==> src/core/adc_cal_pkg.sv <==
// Constants shared by the auxiliary-channel gain and offset calibration block
package adc_cal_pkg;
  localparam int ADDR_W = 16;
  localparam int DATA_W = 32;
  localparam int CAL_W  = 15;
  localparam int RES_W  = 16;

  // Register byte addresses
  localparam logic [15:0] GAIN_UNITY_ADDR = 16'h2240;
  localparam logic [15:0] GAIN_HALF_ADDR  = 16'h2270;
  localparam logic [15:0] OFFS_HALF_ADDR  = 16'h22CC;
  localparam logic [15:0] RESULT_ADDR     = 16'h2300;

  // Field values
  localparam logic [14:0] GAIN_RESET    = 15'h4000;
  localparam logic [14:0] OFFSET_RESET  = 15'h0000;
  localparam logic [14:0] GAIN_ILLEGAL  = 15'h0000;
  localparam logic [15:0] MID_SCALE     = 16'h8000;
  localparam logic [15:0] ZERO_RESULT   = 16'h0000;
  localparam logic [15:0] FULL_SCALE    = 16'hFFFF;
  localparam logic [31:0] RDATA_ZERO    = 32'h0000_0000;
  localparam int          RSVD_W        = DATA_W - CAL_W;
  localparam int          RES_RSVD_W    = DATA_W - RES_W;

  // Fixed-point layout: gain has 14 fraction bits, offset 2 (quarter LSB)
  localparam int GAIN_FRAC = 14;
  localparam int OFFS_FRAC = 2;
  localparam int SUM_W     = RES_W + 1 + OFFS_FRAC + 1;
  localparam int PROD_W    = SUM_W + CAL_W + 1;
  localparam int SHIFT     = GAIN_FRAC + OFFS_FRAC;

  // PGA setting codes on the conversion input
  localparam logic [1:0] PGA_SEL_1   = 2'h0;
  localparam logic [1:0] PGA_SEL_1P5 = 2'h1;
endpackage : adc_cal_pkg

==> src/core/adc_aux_gain_offset_cal.sv <==
// Auxiliary-channel ADC gain and offset calibration registers and result path
//
// The implementer's own choice: the plain strobed port.
`timescale 1ns/10ps
// Operation
// - Unity-PGA gain register corrects all channels but TIA and temperature at PGA gain 1.
// - PGA 1.5 gain register corrects all channels but TIA and temperature at gain 1.5.
// - Gain field is 15 bits, unsigned, bit 14 integer, bits 13..0 fraction.
// - Gain code 0x4000 multiplies by exactly one; it is the default.
// - Gain code 0x2000 scales the result by one half.
// - Code 0x7FFF scales by about two; 0x4001 is the smallest step above one.
// - Code 0x0001 is the smallest multiplier; 0x3FFF is just below one.
// - Zero unity-PGA gain code forces the corrected result to 0x8000.
// - Zero PGA 1.5 gain code forces the corrected result to zero.
// - PGA 1.5 offset register corrects only conversions taken at PGA gain 1.5.
// - Offset 0x3FFF adds 4095.75 LSB; 0x0001 adds 0.25 LSB.
// - Offset 0x4000 subtracts 4096 LSB; 0x7FFF subtracts 0.25 LSB.
// - Offset code zero applies no offset correction.
// - Gain registers reset to 0x4000, the offset register to zero.
// - Offsets are twos complement in quarter-LSB steps of the result.
module adc_aux_gain_offset_cal
  import adc_cal_pkg::*;
(
  input  wire logic              I_CLK,
  input  wire logic              I_SYS_RST,
  input  wire logic [ADDR_W-1:0] I_ADDR,
  input  wire logic [DATA_W-1:0] I_WDATA,
  input  wire logic              I_WR,
  input  wire logic              I_RD,
  output logic      [DATA_W-1:0] O_RDATA,
  input  wire logic              I_SAMPLE_VALID,
  input  wire logic [RES_W-1:0]  I_SAMPLE_DATA,
  input  wire logic [1:0]        I_PGA_SEL,
  input  wire logic              I_CHAN_EXCLUDED,
  output logic                   O_RESULT_VALID,
  output logic      [RES_W-1:0]  O_RESULT
);

  logic [CAL_W-1:0]  gain_unity_reg;
  logic [CAL_W-1:0]  gain_half_reg;
  logic [CAL_W-1:0]  offs_half_reg;
  logic [DATA_W-1:0] rdata_reg;
  logic [DATA_W-1:0] rdata_next;

  logic                    s1_valid_reg;
  logic                    s1_pass_reg;
  logic                    s1_zero_reg;
  logic [RES_W-1:0]        s1_raw_reg;
  logic signed [SUM_W-1:0] s1_sum_reg;
  logic [CAL_W-1:0]        s1_gain_reg;
  logic                    res_valid_reg;
  logic [RES_W-1:0]        result_reg;
  logic [RES_W-1:0]        result_next;

  // Register decode
  wire hit_gain_unity = (I_ADDR == GAIN_UNITY_ADDR);
  wire hit_gain_half  = (I_ADDR == GAIN_HALF_ADDR);
  wire hit_offs_half  = (I_ADDR == OFFS_HALF_ADDR);
  wire hit_result     = (I_ADDR == RESULT_ADDR);

  // Reserved bits read as zero, unmapped reads return zero
  assign rdata_next = !I_RD          ? rdata_reg :
                      hit_gain_unity ? {{RSVD_W{1'b0}}, gain_unity_reg} :
                      hit_gain_half  ? {{RSVD_W{1'b0}}, gain_half_reg} :
                      hit_offs_half  ? {{RSVD_W{1'b0}}, offs_half_reg} :
                      hit_result     ? {{RES_RSVD_W{1'b0}}, result_reg} :
                      RDATA_ZERO;

  always_ff @(posedge I_CLK) begin
    if (I_SYS_RST) begin
      gain_unity_reg <= GAIN_RESET;
      gain_half_reg  <= GAIN_RESET;
      offs_half_reg  <= OFFSET_RESET;
    end else if (I_WR) begin
      if (hit_gain_unity) begin
        gain_unity_reg <= I_WDATA[CAL_W-1:0];
      end
      if (hit_gain_half) begin
        gain_half_reg <= I_WDATA[CAL_W-1:0];
      end
      if (hit_offs_half) begin
        offs_half_reg <= I_WDATA[CAL_W-1:0];
      end
    end
  end

  always_ff @(posedge I_CLK) begin
    if (I_SYS_RST) begin
      rdata_reg <= RDATA_ZERO;
    end else begin
      rdata_reg <= rdata_next;
    end
  end

  // Stage 1: pick the calibration set for this conversion and add the offset
  wire use_unity = (I_PGA_SEL == PGA_SEL_1) && !I_CHAN_EXCLUDED;
  wire use_half  = (I_PGA_SEL == PGA_SEL_1P5) && !I_CHAN_EXCLUDED;
  wire pass_thru = !use_unity && !use_half;

  wire [CAL_W-1:0] sel_gain = use_half ? gain_half_reg : gain_unity_reg;
  // Offset reaches only PGA 1.5 conversions
  wire [CAL_W-1:0] sel_offs = use_half ? offs_half_reg : OFFSET_RESET;
  wire sel_zero = use_half && (gain_half_reg == GAIN_ILLEGAL);

  // Centre on mid-scale so a zero gain lands on 0x8000 for the unity path
  wire signed [RES_W:0] centered =
    $signed({1'b0, I_SAMPLE_DATA}) - $signed({1'b0, MID_SCALE});
  wire signed [SUM_W-1:0] centered_q = {centered[RES_W], centered, {OFFS_FRAC{1'b0}}};
  wire signed [SUM_W-1:0] offs_ext =
    {{(SUM_W-CAL_W){sel_offs[CAL_W-1]}}, sel_offs};
  wire signed [SUM_W-1:0] sum_q = centered_q + offs_ext;

  always_ff @(posedge I_CLK) begin
    if (I_SYS_RST) begin
      s1_valid_reg <= 1'b0;
      s1_pass_reg  <= 1'b0;
      s1_zero_reg  <= 1'b0;
      s1_raw_reg   <= ZERO_RESULT;
      s1_sum_reg   <= '0;
      s1_gain_reg  <= GAIN_RESET;
    end else if (I_SAMPLE_VALID) begin
      s1_valid_reg <= 1'b1;
      s1_pass_reg  <= pass_thru;
      s1_zero_reg  <= sel_zero;
      s1_raw_reg   <= I_SAMPLE_DATA;
      s1_sum_reg   <= sum_q;
      s1_gain_reg  <= sel_gain;
    end else begin
      s1_valid_reg <= 1'b0;
    end
  end

  // Stage 2: unsigned gain with 14 fraction bits, so 0x7FFF is just under two
  wire signed [PROD_W-1:0] prod =
    PROD_W'(s1_sum_reg) * PROD_W'($signed({1'b0, s1_gain_reg}));
  // Floor by dropping bits keeps 0x4000 with zero offset an exact identity
  wire signed [SUM_W-1:0] scaled = prod[SHIFT +: SUM_W];
  wire signed [SUM_W:0] uncentered =
    {scaled[SUM_W-1], scaled} + $signed({{(SUM_W-RES_W+1){1'b0}}, MID_SCALE});
  wire too_low  = uncentered[SUM_W];
  wire too_high = !too_low && (uncentered[SUM_W-1:RES_W] != '0);

  // Saturate rather than wrap, a wrapped code would flip full scale
  assign result_next = s1_pass_reg ? s1_raw_reg :
                       s1_zero_reg ? ZERO_RESULT :
                       too_low     ? ZERO_RESULT :
                       too_high    ? FULL_SCALE :
                       uncentered[RES_W-1:0];

  always_ff @(posedge I_CLK) begin
    if (I_SYS_RST) begin
      res_valid_reg <= 1'b0;
      result_reg    <= ZERO_RESULT;
    end else begin
      res_valid_reg <= s1_valid_reg;
      if (s1_valid_reg) begin
        result_reg <= result_next;
      end
    end
  end

  assign O_RDATA        = rdata_reg;
  assign O_RESULT_VALID = res_valid_reg;
  assign O_RESULT       = result_reg;
endmodule : adc_aux_gain_offset_cal

==> config.mk <==
export PLATFORM = sky130hd
export DESIGN_NAME = adc_aux_gain_offset_cal
export DESIGN_NICKNAME = d
export VERILOG_FILES = /design/src/core/adc_cal_pkg.sv /design/src/core/adc_aux_gain_offset_cal.sv
export SDC_FILE = /design/constraint.sdc
export NUM_CORES = 1
export LEC_CHECK = 0
export CAP_MARGIN = 20
export CELL_PAD_IN_SITES_DETAIL_PLACEMENT = 1
export CELL_PAD_IN_SITES_GLOBAL_PLACEMENT = 1
export CORE_UTILIZATION = 50
export CTS_CLUSTER_SIZE = 40
export DETAILED_ROUTE_END_ITERATION = 10
export DONT_BUFFER_PORTS = 1
export PLACE_DENSITY_LB_ADDON = 0.1
export SYNTH_ARGS = -nofsm -noshare
export SYNTH_HDL_FRONTEND = slang
export SYNTH_SLANG_ARGS = --single-unit
==> constraint.sdc <==
create_clock -name I_CLK -period 8.7 [get_ports I_CLK]
set_clock_uncertainty 0.05 [all_clocks]
set_input_delay 1.74 -clock I_CLK [delete_from_list [all_inputs] [get_ports I_CLK]]
set_output_delay 1.74 -clock I_CLK [all_outputs]
set_load 0.02 [all_outputs]
==> results of run 1 <==
[stage by stage]
step                      worst slack (ns)  hold WS [ns]
after floorplan                       1.63         0.395
after global placement               0.677         0.404
after detailed placement             0.507         0.412
after CTS                            0.476         0.420
after global routing                 0.202         0.445
final                                0.630         0.425
[cells in the mapped netlist (all sizes together) (3+ instances only)]
master,count,share of area (%)
nand3,24,0.70
a21o,13,0.57
a311o,9,0.52
nor2b,5,0.18
xor2,8,0.41
o21a,3,0.13
nor4,4,0.15
fa,298,35
a221oi,16,0.92
o2111ai,3,0.19
and2,135,4.9
a211oi,20,0.90
and3,23,0.84
ha,104,7.6
inv,360,7.9
xnor2,27,1.4
mux2i,43,2.5
dfxtp,132,15
clkbuf,95,2.1
nor2,100,2.2
a21oi,83,2.4
a21boi,9,0.39
buf,24,0.93
nor3b,4,0.17
or3,3,0.11
nand3b,7,0.38
nand4,6,0.22
a31oi,9,0.33
nand2b,10,0.36
a211o,8,0.41
or4,4,0.20
o21ai,19,0.55
nand2,321,7.0
nor3,27,0.82
[metal layers]
layer / part of all wire, % / vias to the layer above / global-route usage [%]
li1: - / 6025 / -
met1: 41 / 6835 / 36.4
met2: 51 / 244 / 53.1
met3: 5.2 / 78 / 5.48
met4: 2.8 / 0 / 9.30
met5: 0 / - / 0
[final cells by class]
class	count	share of cell area [%]
diodes	2	0.0276
repair buffers	31	1.28
flip-flops and latches	132	14.6
multi-input cells	1389	70.2
clock inverters	10	0.840
well taps	448	3.09
clock buffers	22	2.61
inverters	360	7.44
[power by group]
| group | internal [mW] | total, mW | switching (mW) |
|---|---|---|---|
| Clock | 0.499 | 0.767 | 0.267 |
| Combinational | 0.313 | 0.788 | 0.475 |
| Sequential | 0.633 | 0.719 | 0.0862 |
| Total | 1.45 | 2.27 | 0.828 |
[path summary, 6_finish.rpt]
kind / from / end
worst max-delay path: s1_gain_reg[5] / O_RESULT[14]
worst min-delay path: gain_unity_reg[4] / gain_unity_reg[4]
worst max register to register: s1_gain_reg[5] / O_RESULT[14]
worst min register to register: gain_unity_reg[4] / gain_unity_reg[4]
[logic make-up (layout without fill, tap and decap cells)]
group	after synthesis	count (layout)
other	1	18
AO/OA/AOI/OAI	212	212
adder cells (fa/ha/maj)	402	402
XOR/XNOR	35	35
multiplexers	43	43
flip-flops	132	132
buffers and inverters	479	423
AND/OR/NAND/NOR	681	681
[worst max-delay path, stage by stage, from the launching register on]
cell      delay [ns]
dfxtp_1         1.01
and2_1          0.29
inv_1           0.07
fa_1            0.50
fa_1            0.73
inv_1           0.26
fa_1            0.53
fa_1            0.51
fa_1            0.50
inv_1           0.05
fa_1            0.47
inv_1           0.04
ha_1            0.30
a21o_1          0.17
a21o_1          0.17
a21o_1          0.20
nand2_1         0.12
nand2_1         0.13
or4_1           0.47
and2_1          0.19
ha_1            0.28
a2111o_1        0.28
nand2_1         0.19
buf_4           0.27
a41oi_1         0.13
[timing repair]
action / in CTS / in global routing
setup endpoints to repair: 0 / 1
resized for setup: 0 / 1
hold endpoints to repair: 0 / 0
==> results by group, run 1 <==
Run status
  • Status: finished, final reports clean

STA
  • Final Setup Violations: 0
  • Max frequency: about 120 MHz
  • Final worst-path cycle share: between 90% and 100%
  • Slew of the pin with the lowest slew margin: 1.18 ns
  • RSZ-0062 raised after global routing: false
  • Hold Fails Final Rpt: 0
  • Min Tclk post-route: ~8 ns
  • Max transition margin: a little over a fifth
  • Setup_tns: 0 ns
  • Fin. max-slew vios: 0

Layout
  • Fill count: between 4000 and 5000
  • Commonest non-fill, non-tap cell in the layout: inv_1
  • Multi-input logic area: 0.0127 sq mm
  • Share of cells above drive strength 1: 3.81%
  • Most frequent cells in the layout: inv_1 (360), nand2_1 (321), fa_1 (298), and2_1 (134), dfxtp_1 (131)
  • Largest register FFs: 20
  • Net count, final: roughly 2400
  • Post-route insts no fill: 2394
  • Reg area: ~0.0026 sq mm
  • Area delta synth->final: 5.75%
  • Post-route cell area: 0.0182 sq mm
  • Fin util: 53.9%

Power
  • Leakage: 8.56 nW
  • Power Density: about 130 mW/mm^2
  • Peak supply drop: 0.150 mV
  • Final total power: about 2.3 mW

Floorplan
  • Die Y: 187 um
  • Floorplan Core Area: 0.0337 sq mm
  • DIE AREA: roughly 0.035 sq mm
  • FP Rows: 67
  • Boundary pin count: around 120
  • Die X: 187 um
  • Initial Util: 51.0%

Setup path
  • WS Path Type: reg2reg
  • Worst EP arrival: between 8 and 9 ns
  • CP Launch Type: register
  • R2R Setup Slk: roughly 0.63 ns
  • Crit-path max FO: 21
  • Crit. End Element: register
  • Critical Path RT: 8.93 ns
  • R2R depth: 24

Logic synthesis
  • Primary FF master, synth: dfxtp_1
  • Post-Synth Simple-Gate Area: a little under a fifth
  • Synth Area in Adders: 42.3%
  • XOR/XNOR Fraction of Synth Area: 1.78%
  • Post-synth EDFFs: 0
  • Sequential-to-total area share from yosys stat: ~15%
  • Mapped Cells: approximately 2000
  • Compound-gate portion of the synthesized area: 8.47%
  • Synthesized area: 0.0172 sq mm
  • Synth cell types: 68
  • Flops & latches, synth: 132
  • YS warnings: 0
  • Asr flop ratio synth: 0%
  • Multiplexer share of the synthesized area: 2.51%
  • Main combinational cell family by area after synthesis: adder cells
  • Post-Syn Area per Cell: slightly below 9 sq um

Route
  • Drt wl/cell: 20.5 um
  • DRC violations left: 0
  • Wirelength, routed: 49100 um
  • Vias per cell: 5.51
  • Via Count: 13200
  • Initial DRC count: 652
  • DR pass1 iterations: 5
  • Post-route ant nets: 0

Clock network
  • Worst-path clk slew: roughly 0.060 ns
  • Clock root buffer: clkbuf_16
  • Worst-Skew Late Latency: 0.43 ns
  • Hold Buf Count CTS: 0
  • # Post-CTS Setup Buffers: 0
  • CTS max path bufs: 2
  • Clk sinks: between 100 and 150
  • CTS tree: yes
  • H-tree depth: 4
  • CTS Buf Count: 17

Placement
  • Final Wtd Congestion: 0.826
  • Post-DP HPWL: 38700 um
  • I/O Buffers: 0
  • Post-DP Area: about 0.018 sq mm
  • Placed Instances: 2360

Global route
  • Global-route wire length before repair: 80800 um
  • Initial antenna violation count: 1
  • Vias in the first global route: 15000
  • Largest net degree at the start of global routing: roughly 140
  • Gr usage total: 29.8%
  • GR Overflow Total: 0

Hold path
  • Min-Delay Path Class: reg2reg
  • Hold Crit Depth: 2

Job
  • Maxcap violations: 0
Note: power is estimated with default switching activity, not from simulation.
==> run 2: changes to the inputs <==
--- a/config.mk
+++ b/config.mk
@@ -13,6 +13,7 @@
 export DETAILED_ROUTE_END_ITERATION = 10
 export DONT_BUFFER_PORTS = 1
 export PLACE_DENSITY_LB_ADDON = 0.1
+export RECOVER_POWER = 50
 export SYNTH_ARGS = -nofsm -noshare
 export SYNTH_HDL_FRONTEND = slang
 export SYNTH_SLANG_ARGS = --single-unit
==> run 2 against run 1 <==
  * Critical path depth unchanged
  * First-iteration DRC count unchanged
  * Non-clock buffer count unchanged
  * Routed wire length decreased by 0.13%
  * Flip-flop and latch count unchanged
  * Sequential share of layout area about the same
  * Die area unchanged
==> results by group, run 2 (synthesized netlist as in run 1, its figures left out) <==
Power
  • Leakage: 8.56 nW (-0.11%)
  • Combinational Power Share: 34.6% (about the same)
  • Peak supply drop: 0.149 mV (-0.52%)
  • Reg power frac: 31.6% (about the same)
  • Pint: 1.45 mW (about the same)
  • Net Sw Frac: 36.4% (-0.047 points)
  • Power Density: 125 mW/mm^2 (about the same)
  • Final total power: 2.27 mW (about the same)
  • Switch Pwr: 827 uW (-0.19%)
  • Clock power frac: 33.7% (about the same)

Route
  • Drt wl/cell: 20.5 um (-0.13%)
  • Initial DRC count: 652 (unchanged)
  • Post-route ant nets: 0 (unchanged)
  • DR pass1 iterations: 4 (-1)
  • Vias per cell: 5.49 (-0.20%)
  • DRC violations left: 0 (unchanged)
  • Via Count: 13200 (-0.20%)
  • Wirelength, routed: 49000 um (-0.13%)

Clock network
  • H-tree depth: 4 (unchanged)
  • CTS Buf Count: 17 (unchanged)
  • # Post-CTS Setup Buffers: 0 (unchanged)
  • CTS tree: yes
  • Hold Buf Count CTS: 0 (unchanged)
  • Clk sinks: 132 (unchanged)
  • CTS max path bufs: 2 (unchanged)
  • Worst-path clk slew: 0.06 ns (about the same)
  • Clock root buffer: clkbuf_16
  • Worst-Skew Late Latency: 0.42 ns (about the same)

STA
  • Min Tclk post-route: 8.07 ns (-0.00389 ns)
  • Slew of the pin with the lowest slew margin: 1.47 ns (+0.289 ns)
  • Max transition margin: 2.17% (-19 points)
  • Fin. max-slew vios: 0 (unchanged)
  • Hold Fails Final Rpt: 0 (unchanged)
  • RSZ-0062 raised after global routing: false
  • Max frequency: 124 MHz (about the same)
  • Final worst-path cycle share: 92.7% (about the same)
  • Setup_tns: 0 ns (unchanged)
  • Final Setup Violations: 0 (unchanged)

Global route
  • Initial antenna violation count: 1 (unchanged)
  • Vias in the first global route: 15000 (unchanged)
  • Met2 Track Usage GR: 53.1% (unchanged)
  • Met1 GRT Util: 36.4% (unchanged)
  • Largest net degree at the start of global routing: 135 (unchanged)
  • GR met3 Demand/Resource: 5.48% (unchanged)
  • Gr usage total: 29.8% (unchanged)
  • Global route hottest layer: met2
  • Global-route wire length before repair: 80800 um (unchanged)
  • GR Overflow Total: 0 (unchanged)

Placement
  • I/O Buffers: 0 (unchanged)
  • Post-DP HPWL: 38700 um (unchanged)
  • Final Wtd Congestion: 0.826 (unchanged)
  • Post-DP Area: 0.0175 sq mm (unchanged)

Floorplan
  • Die Y: 187 um (unchanged)
  • Initial Util: 51.0% (unchanged)
  • Die X: 187 um (unchanged)
  • Boundary pin count: 121 (unchanged)
  • Floorplan Core Area: 0.0337 sq mm (unchanged)
  • FP Rows: 67 (unchanged)
  • DIE AREA: 0.0351 sq mm (unchanged)

Layout
  • Share of cells above drive strength 1: 3.65% (-0.15 points)
  • Fill count: 4005 (+0.050%)
  • Largest register FFs: 20 (unchanged)
  • Post-route cell area: 0.0182 sq mm (about the same)
  • Net count, final: 2405 (unchanged)
  • Commonest non-fill, non-tap cell in the layout: inv_1
  • Fin util: 53.9% (about the same)
  • Most frequent cells in the layout: inv_1 (360), nand2_1 (321), fa_1 (298), and2_1 (133), dfxtp_1 (131)
  • Area delta synth->final: 5.67% (about the same)

Setup path
  • Crit-path max FO: 21 (unchanged)
  • Crit. End Element: register
  • R2R Setup Slk: 0.63 ns (about the same)
  • WS Path Type: reg2reg
  • Critical Path RT: 8.93 ns (about the same)
  • Worst EP arrival: 8.30 ns (about the same)
  • CP Launch Type: register

Run status
  • Status: finished, final reports clean

Hold path
  • Min-Delay Path Class: reg2reg

Job
  • Maxcap violations: 0 (unchanged)
run 2: changes by cell type in the layout (fill, tap and decap cells not counted):
cell      delta
and2_1       -1
and2_0       +1
clkbuf_1     +2
buf_4        -2
nor3_2       -1
nor3_1       +1
run 2: layer usage:
metal  vias up  part of all wire [%]
met1      6805                    41
met3        78                   5.2
met5         -                     0
met4         0                   2.8
met2       246                    51
li1       6026                     -
run 2: power groups by stage:
stage          sequential (mW)  clock (mW)  combinational, mW
2_1_floorplan            0.681           0              0.604
3_3_place_gp             0.730           0              0.747
3_5_place_dp             0.732           0              0.781
4_1_cts                  0.719       0.775              0.792
5_1_grt                  0.723       0.802              0.891
6_report                 0.719       0.766              0.787
run 2: final cells by class:
cell class | count | area (sq um) | area share (%)
antenna | 2 | 5.00 | 0.0276
tap | 448 | 561 | 3.09
multi-input combinational | 1389 | 12700 | 70.2
sequential | 132 | 2640 | 14.6
inverter | 360 | 1350 | 7.44
timing repair buffer | 31 | 225 | 1.24
clock buffer | 22 | 474 | 2.61
clock inverter | 10 | 153 | 0.841
run 2: critical path, stage by stage (launching register included):
cell and delay (ns):
dfxtp_1 1.01, and2_1 0.29, inv_1 0.07, fa_1 0.50, fa_1 0.73, inv_1 0.26
fa_1 0.53, fa_1 0.51, fa_1 0.50, inv_1 0.05, fa_1 0.47, inv_1 0.04
ha_1 0.30, a21o_1 0.17, a21o_1 0.17, a21o_1 0.20, nand2_1 0.12, nand2_1 0.13
or4_1 0.47, and2_1 0.19, ha_1 0.28, a2111o_1 0.28, nand2_1 0.19, buf_4 0.27
a41oi_1 0.13
run 2: final timing paths:
check / from / end / cells past startpoint
worst min-delay path: offs_half_reg[14] / offs_half_reg[14] / 2
worst min register to register: offs_half_reg[14] / offs_half_reg[14] / 2
worst max-delay path: s1_gain_reg[5] / O_RESULT[14] / 24
worst max register to register: s1_gain_reg[5] / O_RESULT[14] / 24
run 2: what timing repair did:
action / CTS / global route
gates resized for setup: 0 / 1
setup endpoints to repair: 0 / 1
endpoints found under the hold margin: 0 / 0
run 2: metrics by stage:
| step | instances | hold slack, ns | setup WS, ns |
|---|---|---|---|
| 2_1_floorplan | 2000 | 0.395 | 1.63 |
| 3_5_place_dp | 2360 | 0.412 | 0.507 |
| 4_1_cts | 2392 | 0.420 | 0.476 |
| 3_3_place_gp | 2360 | 0.404 | 0.677 |
| 6_report | 2394 | 0.424 | 0.633 |
| 5_1_grt | 2392 | 0.445 | 0.202 |
==> run 3: changes to the inputs <==
--- a/config.mk
+++ b/config.mk
@@ -8,6 +8,7 @@
 export CAP_MARGIN = 20
 export CELL_PAD_IN_SITES_DETAIL_PLACEMENT = 1
 export CELL_PAD_IN_SITES_GLOBAL_PLACEMENT = 1
+export CORE_MARGIN = 2
 export CORE_UTILIZATION = 50
 export CTS_CLUSTER_SIZE = 40
 export DETAILED_ROUTE_END_ITERATION = 10
==> constraint.sdc (replaced) <==
create_clock -name I_CLK -period 8.1 [get_ports I_CLK]
set_clock_uncertainty 0.05 [all_clocks]
set_input_delay 1.62 -clock I_CLK [delete_from_list [all_inputs] [get_ports I_CLK]]
set_output_delay 1.62 -clock I_CLK [all_outputs]
set_load 0.02 [all_outputs]
==> run 3 against run 2 <==
  * Clock-buffer cell count down 4
  * Clock power decreased by 2.9%
  * Sequential share of layout area is essentially flat
  * Cell area rose by 0.15%
  * Die area grew 2.1%
  * Maximum frequency grew 4.0%
  * Power up 3.6%
  * Via count down 0.34%
  * Non-clock buffer count grew 14
  * Critical path depth grew 1
  * Sequential power up 6.0%
  * Critical path type unchanged
  * Critical endpoint unchanged
  * Largest cell class unchanged
  * Largest power group unchanged
==> results by group, run 3 (synthesized netlist as in run 1, its figures left out) <==
Run status
  • Status: finished, final reports clean

Clock network
  • Worst-Skew Late Latency: 0.43 ns (about the same)
  • CTS tree: yes
  • CTS max path bufs: 2 (unchanged)
  • Clk sinks: 132 (unchanged)
  • Worst-path clk slew: 0.06 ns (about the same)
  • H-tree depth: 4 (unchanged)
  • CTS Buf Count: 17 (unchanged)
  • Hold Buf Count CTS: 0 (unchanged)
  • Clock root buffer: clkbuf_16

Floorplan
  • Initial Util: 51.0% (unchanged)
  • Die Y: 189 um (+1.1%)
  • Floorplan Core Area: 0.0337 sq mm (unchanged)
  • Die X: 189 um (+1.1%)
  • FP Rows: 67 (unchanged)
  • Boundary pin count: 121 (unchanged)
  • DIE AREA: 0.0359 sq mm (+2.1%)

Placement
  • Post-DP HPWL: 38700 um (about the same)
  • Final Wtd Congestion: 0.832 (+0.70%)
  • Placed Instances: 2373 (+0.55%)
  • Pre-CTS worst setup slack: 0.277 ns (-0.230 ns)
  • I/O Buffers: 0 (unchanged)
  • Post-DP Area: 0.0176 sq mm (+0.56%)

Hold path
  • Min-Delay Path Class: reg2reg
  • Hold Crit Depth: 2 (unchanged)
  • Hold worst-path end: offs_half_reg[3]
  • Min-delay src: offs_half_reg[3]

Layout
  • Post-route cell area: 0.0182 sq mm (+0.15%)
  • Post-route insts no fill: 2406 (+0.50%)
  • Multi-input logic area: 0.0127 sq mm (about the same)
  • Fill count: 4020 (+0.37%)
  • Share of cells above drive strength 1: 4.44% (+0.79 points)
  • Most frequent cells in the layout: inv_1 (360), nand2_1 (321), fa_1 (298), and2_1 (133), dfxtp_1 (129)
  • Commonest non-fill, non-tap cell in the layout: inv_1
  • Area delta synth->final: 5.83%
  • Antenna cell count: 0 (-2)
  • Net count, final: 2419 (+0.58%)
  • Reg area: 0.00265 sq mm (about the same)
  • Largest register FFs: 20 (unchanged)

Setup path
  • R2R depth: 25 (+4.2%)
  • CP Launch Type: register
  • R2R Setup Slk: 0.34 ns (-0.29 ns)
  • Worst EP arrival: 7.97 ns (-0.33 ns)
  • R2R Path Start: s1_gain_reg[4]
  • Crit. End Element: register
  • Critical R2R Capture: O_RESULT[14]
  • Crit-path max FO: 21 (unchanged)
  • WS Path Type: reg2reg
  • Critical Path RT: 8.32 ns (-0.61 ns)

Power
  • Power Density: 130 mW/mm^2 (+3.5%)
  • Peak supply drop: 0.213 mV (+43%)
  • Leakage: 8.56 nW (about the same)

STA
  • Max transition margin: 11.4% (+9.2 points)
  • Setup_tns: 0 ns (unchanged)
  • RSZ-0062 raised after global routing: false
  • Fin. max-slew vios: 0 (unchanged)
  • Final worst-path cycle share: 95.8% (+3.0 points)
  • Fin Hold WS: 0.422 ns (-0.00245 ns)
  • Min Tclk post-route: 7.76 ns (-0.310 ns)
  • Slew of the pin with the lowest slew margin: 1.33 ns (-0.138 ns)
  • Final Setup Violations: 0 (unchanged)
  • Min setup slack post-route: 0.344 ns (-0.290 ns)
  • Hold Fails Final Rpt: 0 (unchanged)
  • Max frequency: 129 MHz (+4.0%)

Route
  • Vias per cell: 5.45 (-0.84%)
  • DR pass1 iterations: 4 (unchanged)
  • DRC violations left: 0 (unchanged)
  • Initial DRC count: 579 (-11%)
  • Post-route ant nets: 0 (unchanged)
  • Wirelength, routed: 47900 um (-2.4%)
  • Drt wl/cell: 19.9 um (-2.9%)
  • Via Count: 13100 (-0.34%)

Global route
  • Largest net degree at the start of global routing: 135 (unchanged)
  • Gr usage total: 28.2% (-1.6 points)
  • Initial antenna violation count: 2 (+1)
  • Vias in the first global route: 14600 (-2.9%)
  • Global-route wire length before repair: 78200 um (-3.1%)
  • GR Overflow Total: 0 (unchanged)

Job
  • Maxcap violations: 0 (unchanged)
## run 3: cell types whose count changed in the layout (fill, tap and decap cells not counted), moves of 2 or more
cell / change
buf_4: +12
bufinv_16: -3
clkbuf_8: -2
clkinv_2: -3
clkinv_4: +4
clkinvlp_4: +4
dfxtp_1: -2
dfxtp_2: +2
diode_2: -2
inv_6: +2
## run 3: worst max path at each step
stage                               from      endpoint  depth (start not counted)
after floorplan           s1_sum_reg[19]  O_RESULT[10]                         24
after global placement    s1_gain_reg[5]  O_RESULT[14]                         25
after detailed placement  s1_gain_reg[1]  O_RESULT[14]                         25
after CTS                 s1_gain_reg[1]  O_RESULT[14]                         25
after global routing      s1_gain_reg[4]  O_RESULT[14]                         25
final                     s1_gain_reg[4]  O_RESULT[14]                         25
## run 3: cell type report
| type | instances | share of cell area (%) |
|---|---|---|
| Inverter | 360 | 7.43 |
| Timing Repair Buffer | 45 | 1.78 |
| Tap cell | 448 | 3.08 |
| Multi-Input combinational cell | 1389 | 70.0 |
| Clock inverter | 14 | 0.716 |
| Clock buffer | 18 | 2.42 |
| Sequential cell | 132 | 14.6 |
## run 3: through the flow
step	total power [mW]	util, %
2_1_floorplan	1.38	-
3_3_place_gp	1.59	52.3
3_5_place_dp	1.62	52.3
4_1_cts	2.37	54.0
5_1_grt	2.51	53.9
6_report	2.35	53.9
## run 3: report_power, final
| group | total, mW | switching [mW] | internal (mW) |
|---|---|---|---|
| combinational | 0.849 | 0.512 | 0.337 |
| clock | 0.744 | 0.312 | 0.432 |
| sequential | 0.762 | 0.0818 | 0.680 |
| total | 2.35 | 0.906 | 1.45 |
## run 3: what timing repair did
action | in CTS | in global routing
endpoints found under the setup margin | 0 | 1
buffers inserted | 0 | 0
resized for setup | 0 | 3
## run 3: layer usage
layer	global-route usage [%]	wire length, um	vias up
met5	0	0	-
met4	7.54	980	0
li1	-	-	6042
met1	36.3	20700	6793
met2	49.0	24000	220
met3	4.91	2170	55
## run 3: worst max-delay path, cell delays in order (launching register included)
cell and delay [ns]:
dfxtp_1 0.89, and2_1 0.27, fa_1 0.39, inv_1 0.08
fa_1 0.43, fa_1 0.49, fa_1 0.54, inv_1 0.06
fa_1 0.49, inv_1 0.05, fa_1 0.48, inv_1 0.04
ha_1 0.28, o21a_1 0.18, o21ai_0 0.28, a21oi_1 0.15
o2111a_1 0.20, nand3b_4 0.22, and4_4 0.24, or4_1 0.51
and2_1 0.19, ha_1 0.28, a2111o_1 0.28, nand2_1 0.07
buf_4 0.24, a41oi_1 0.17
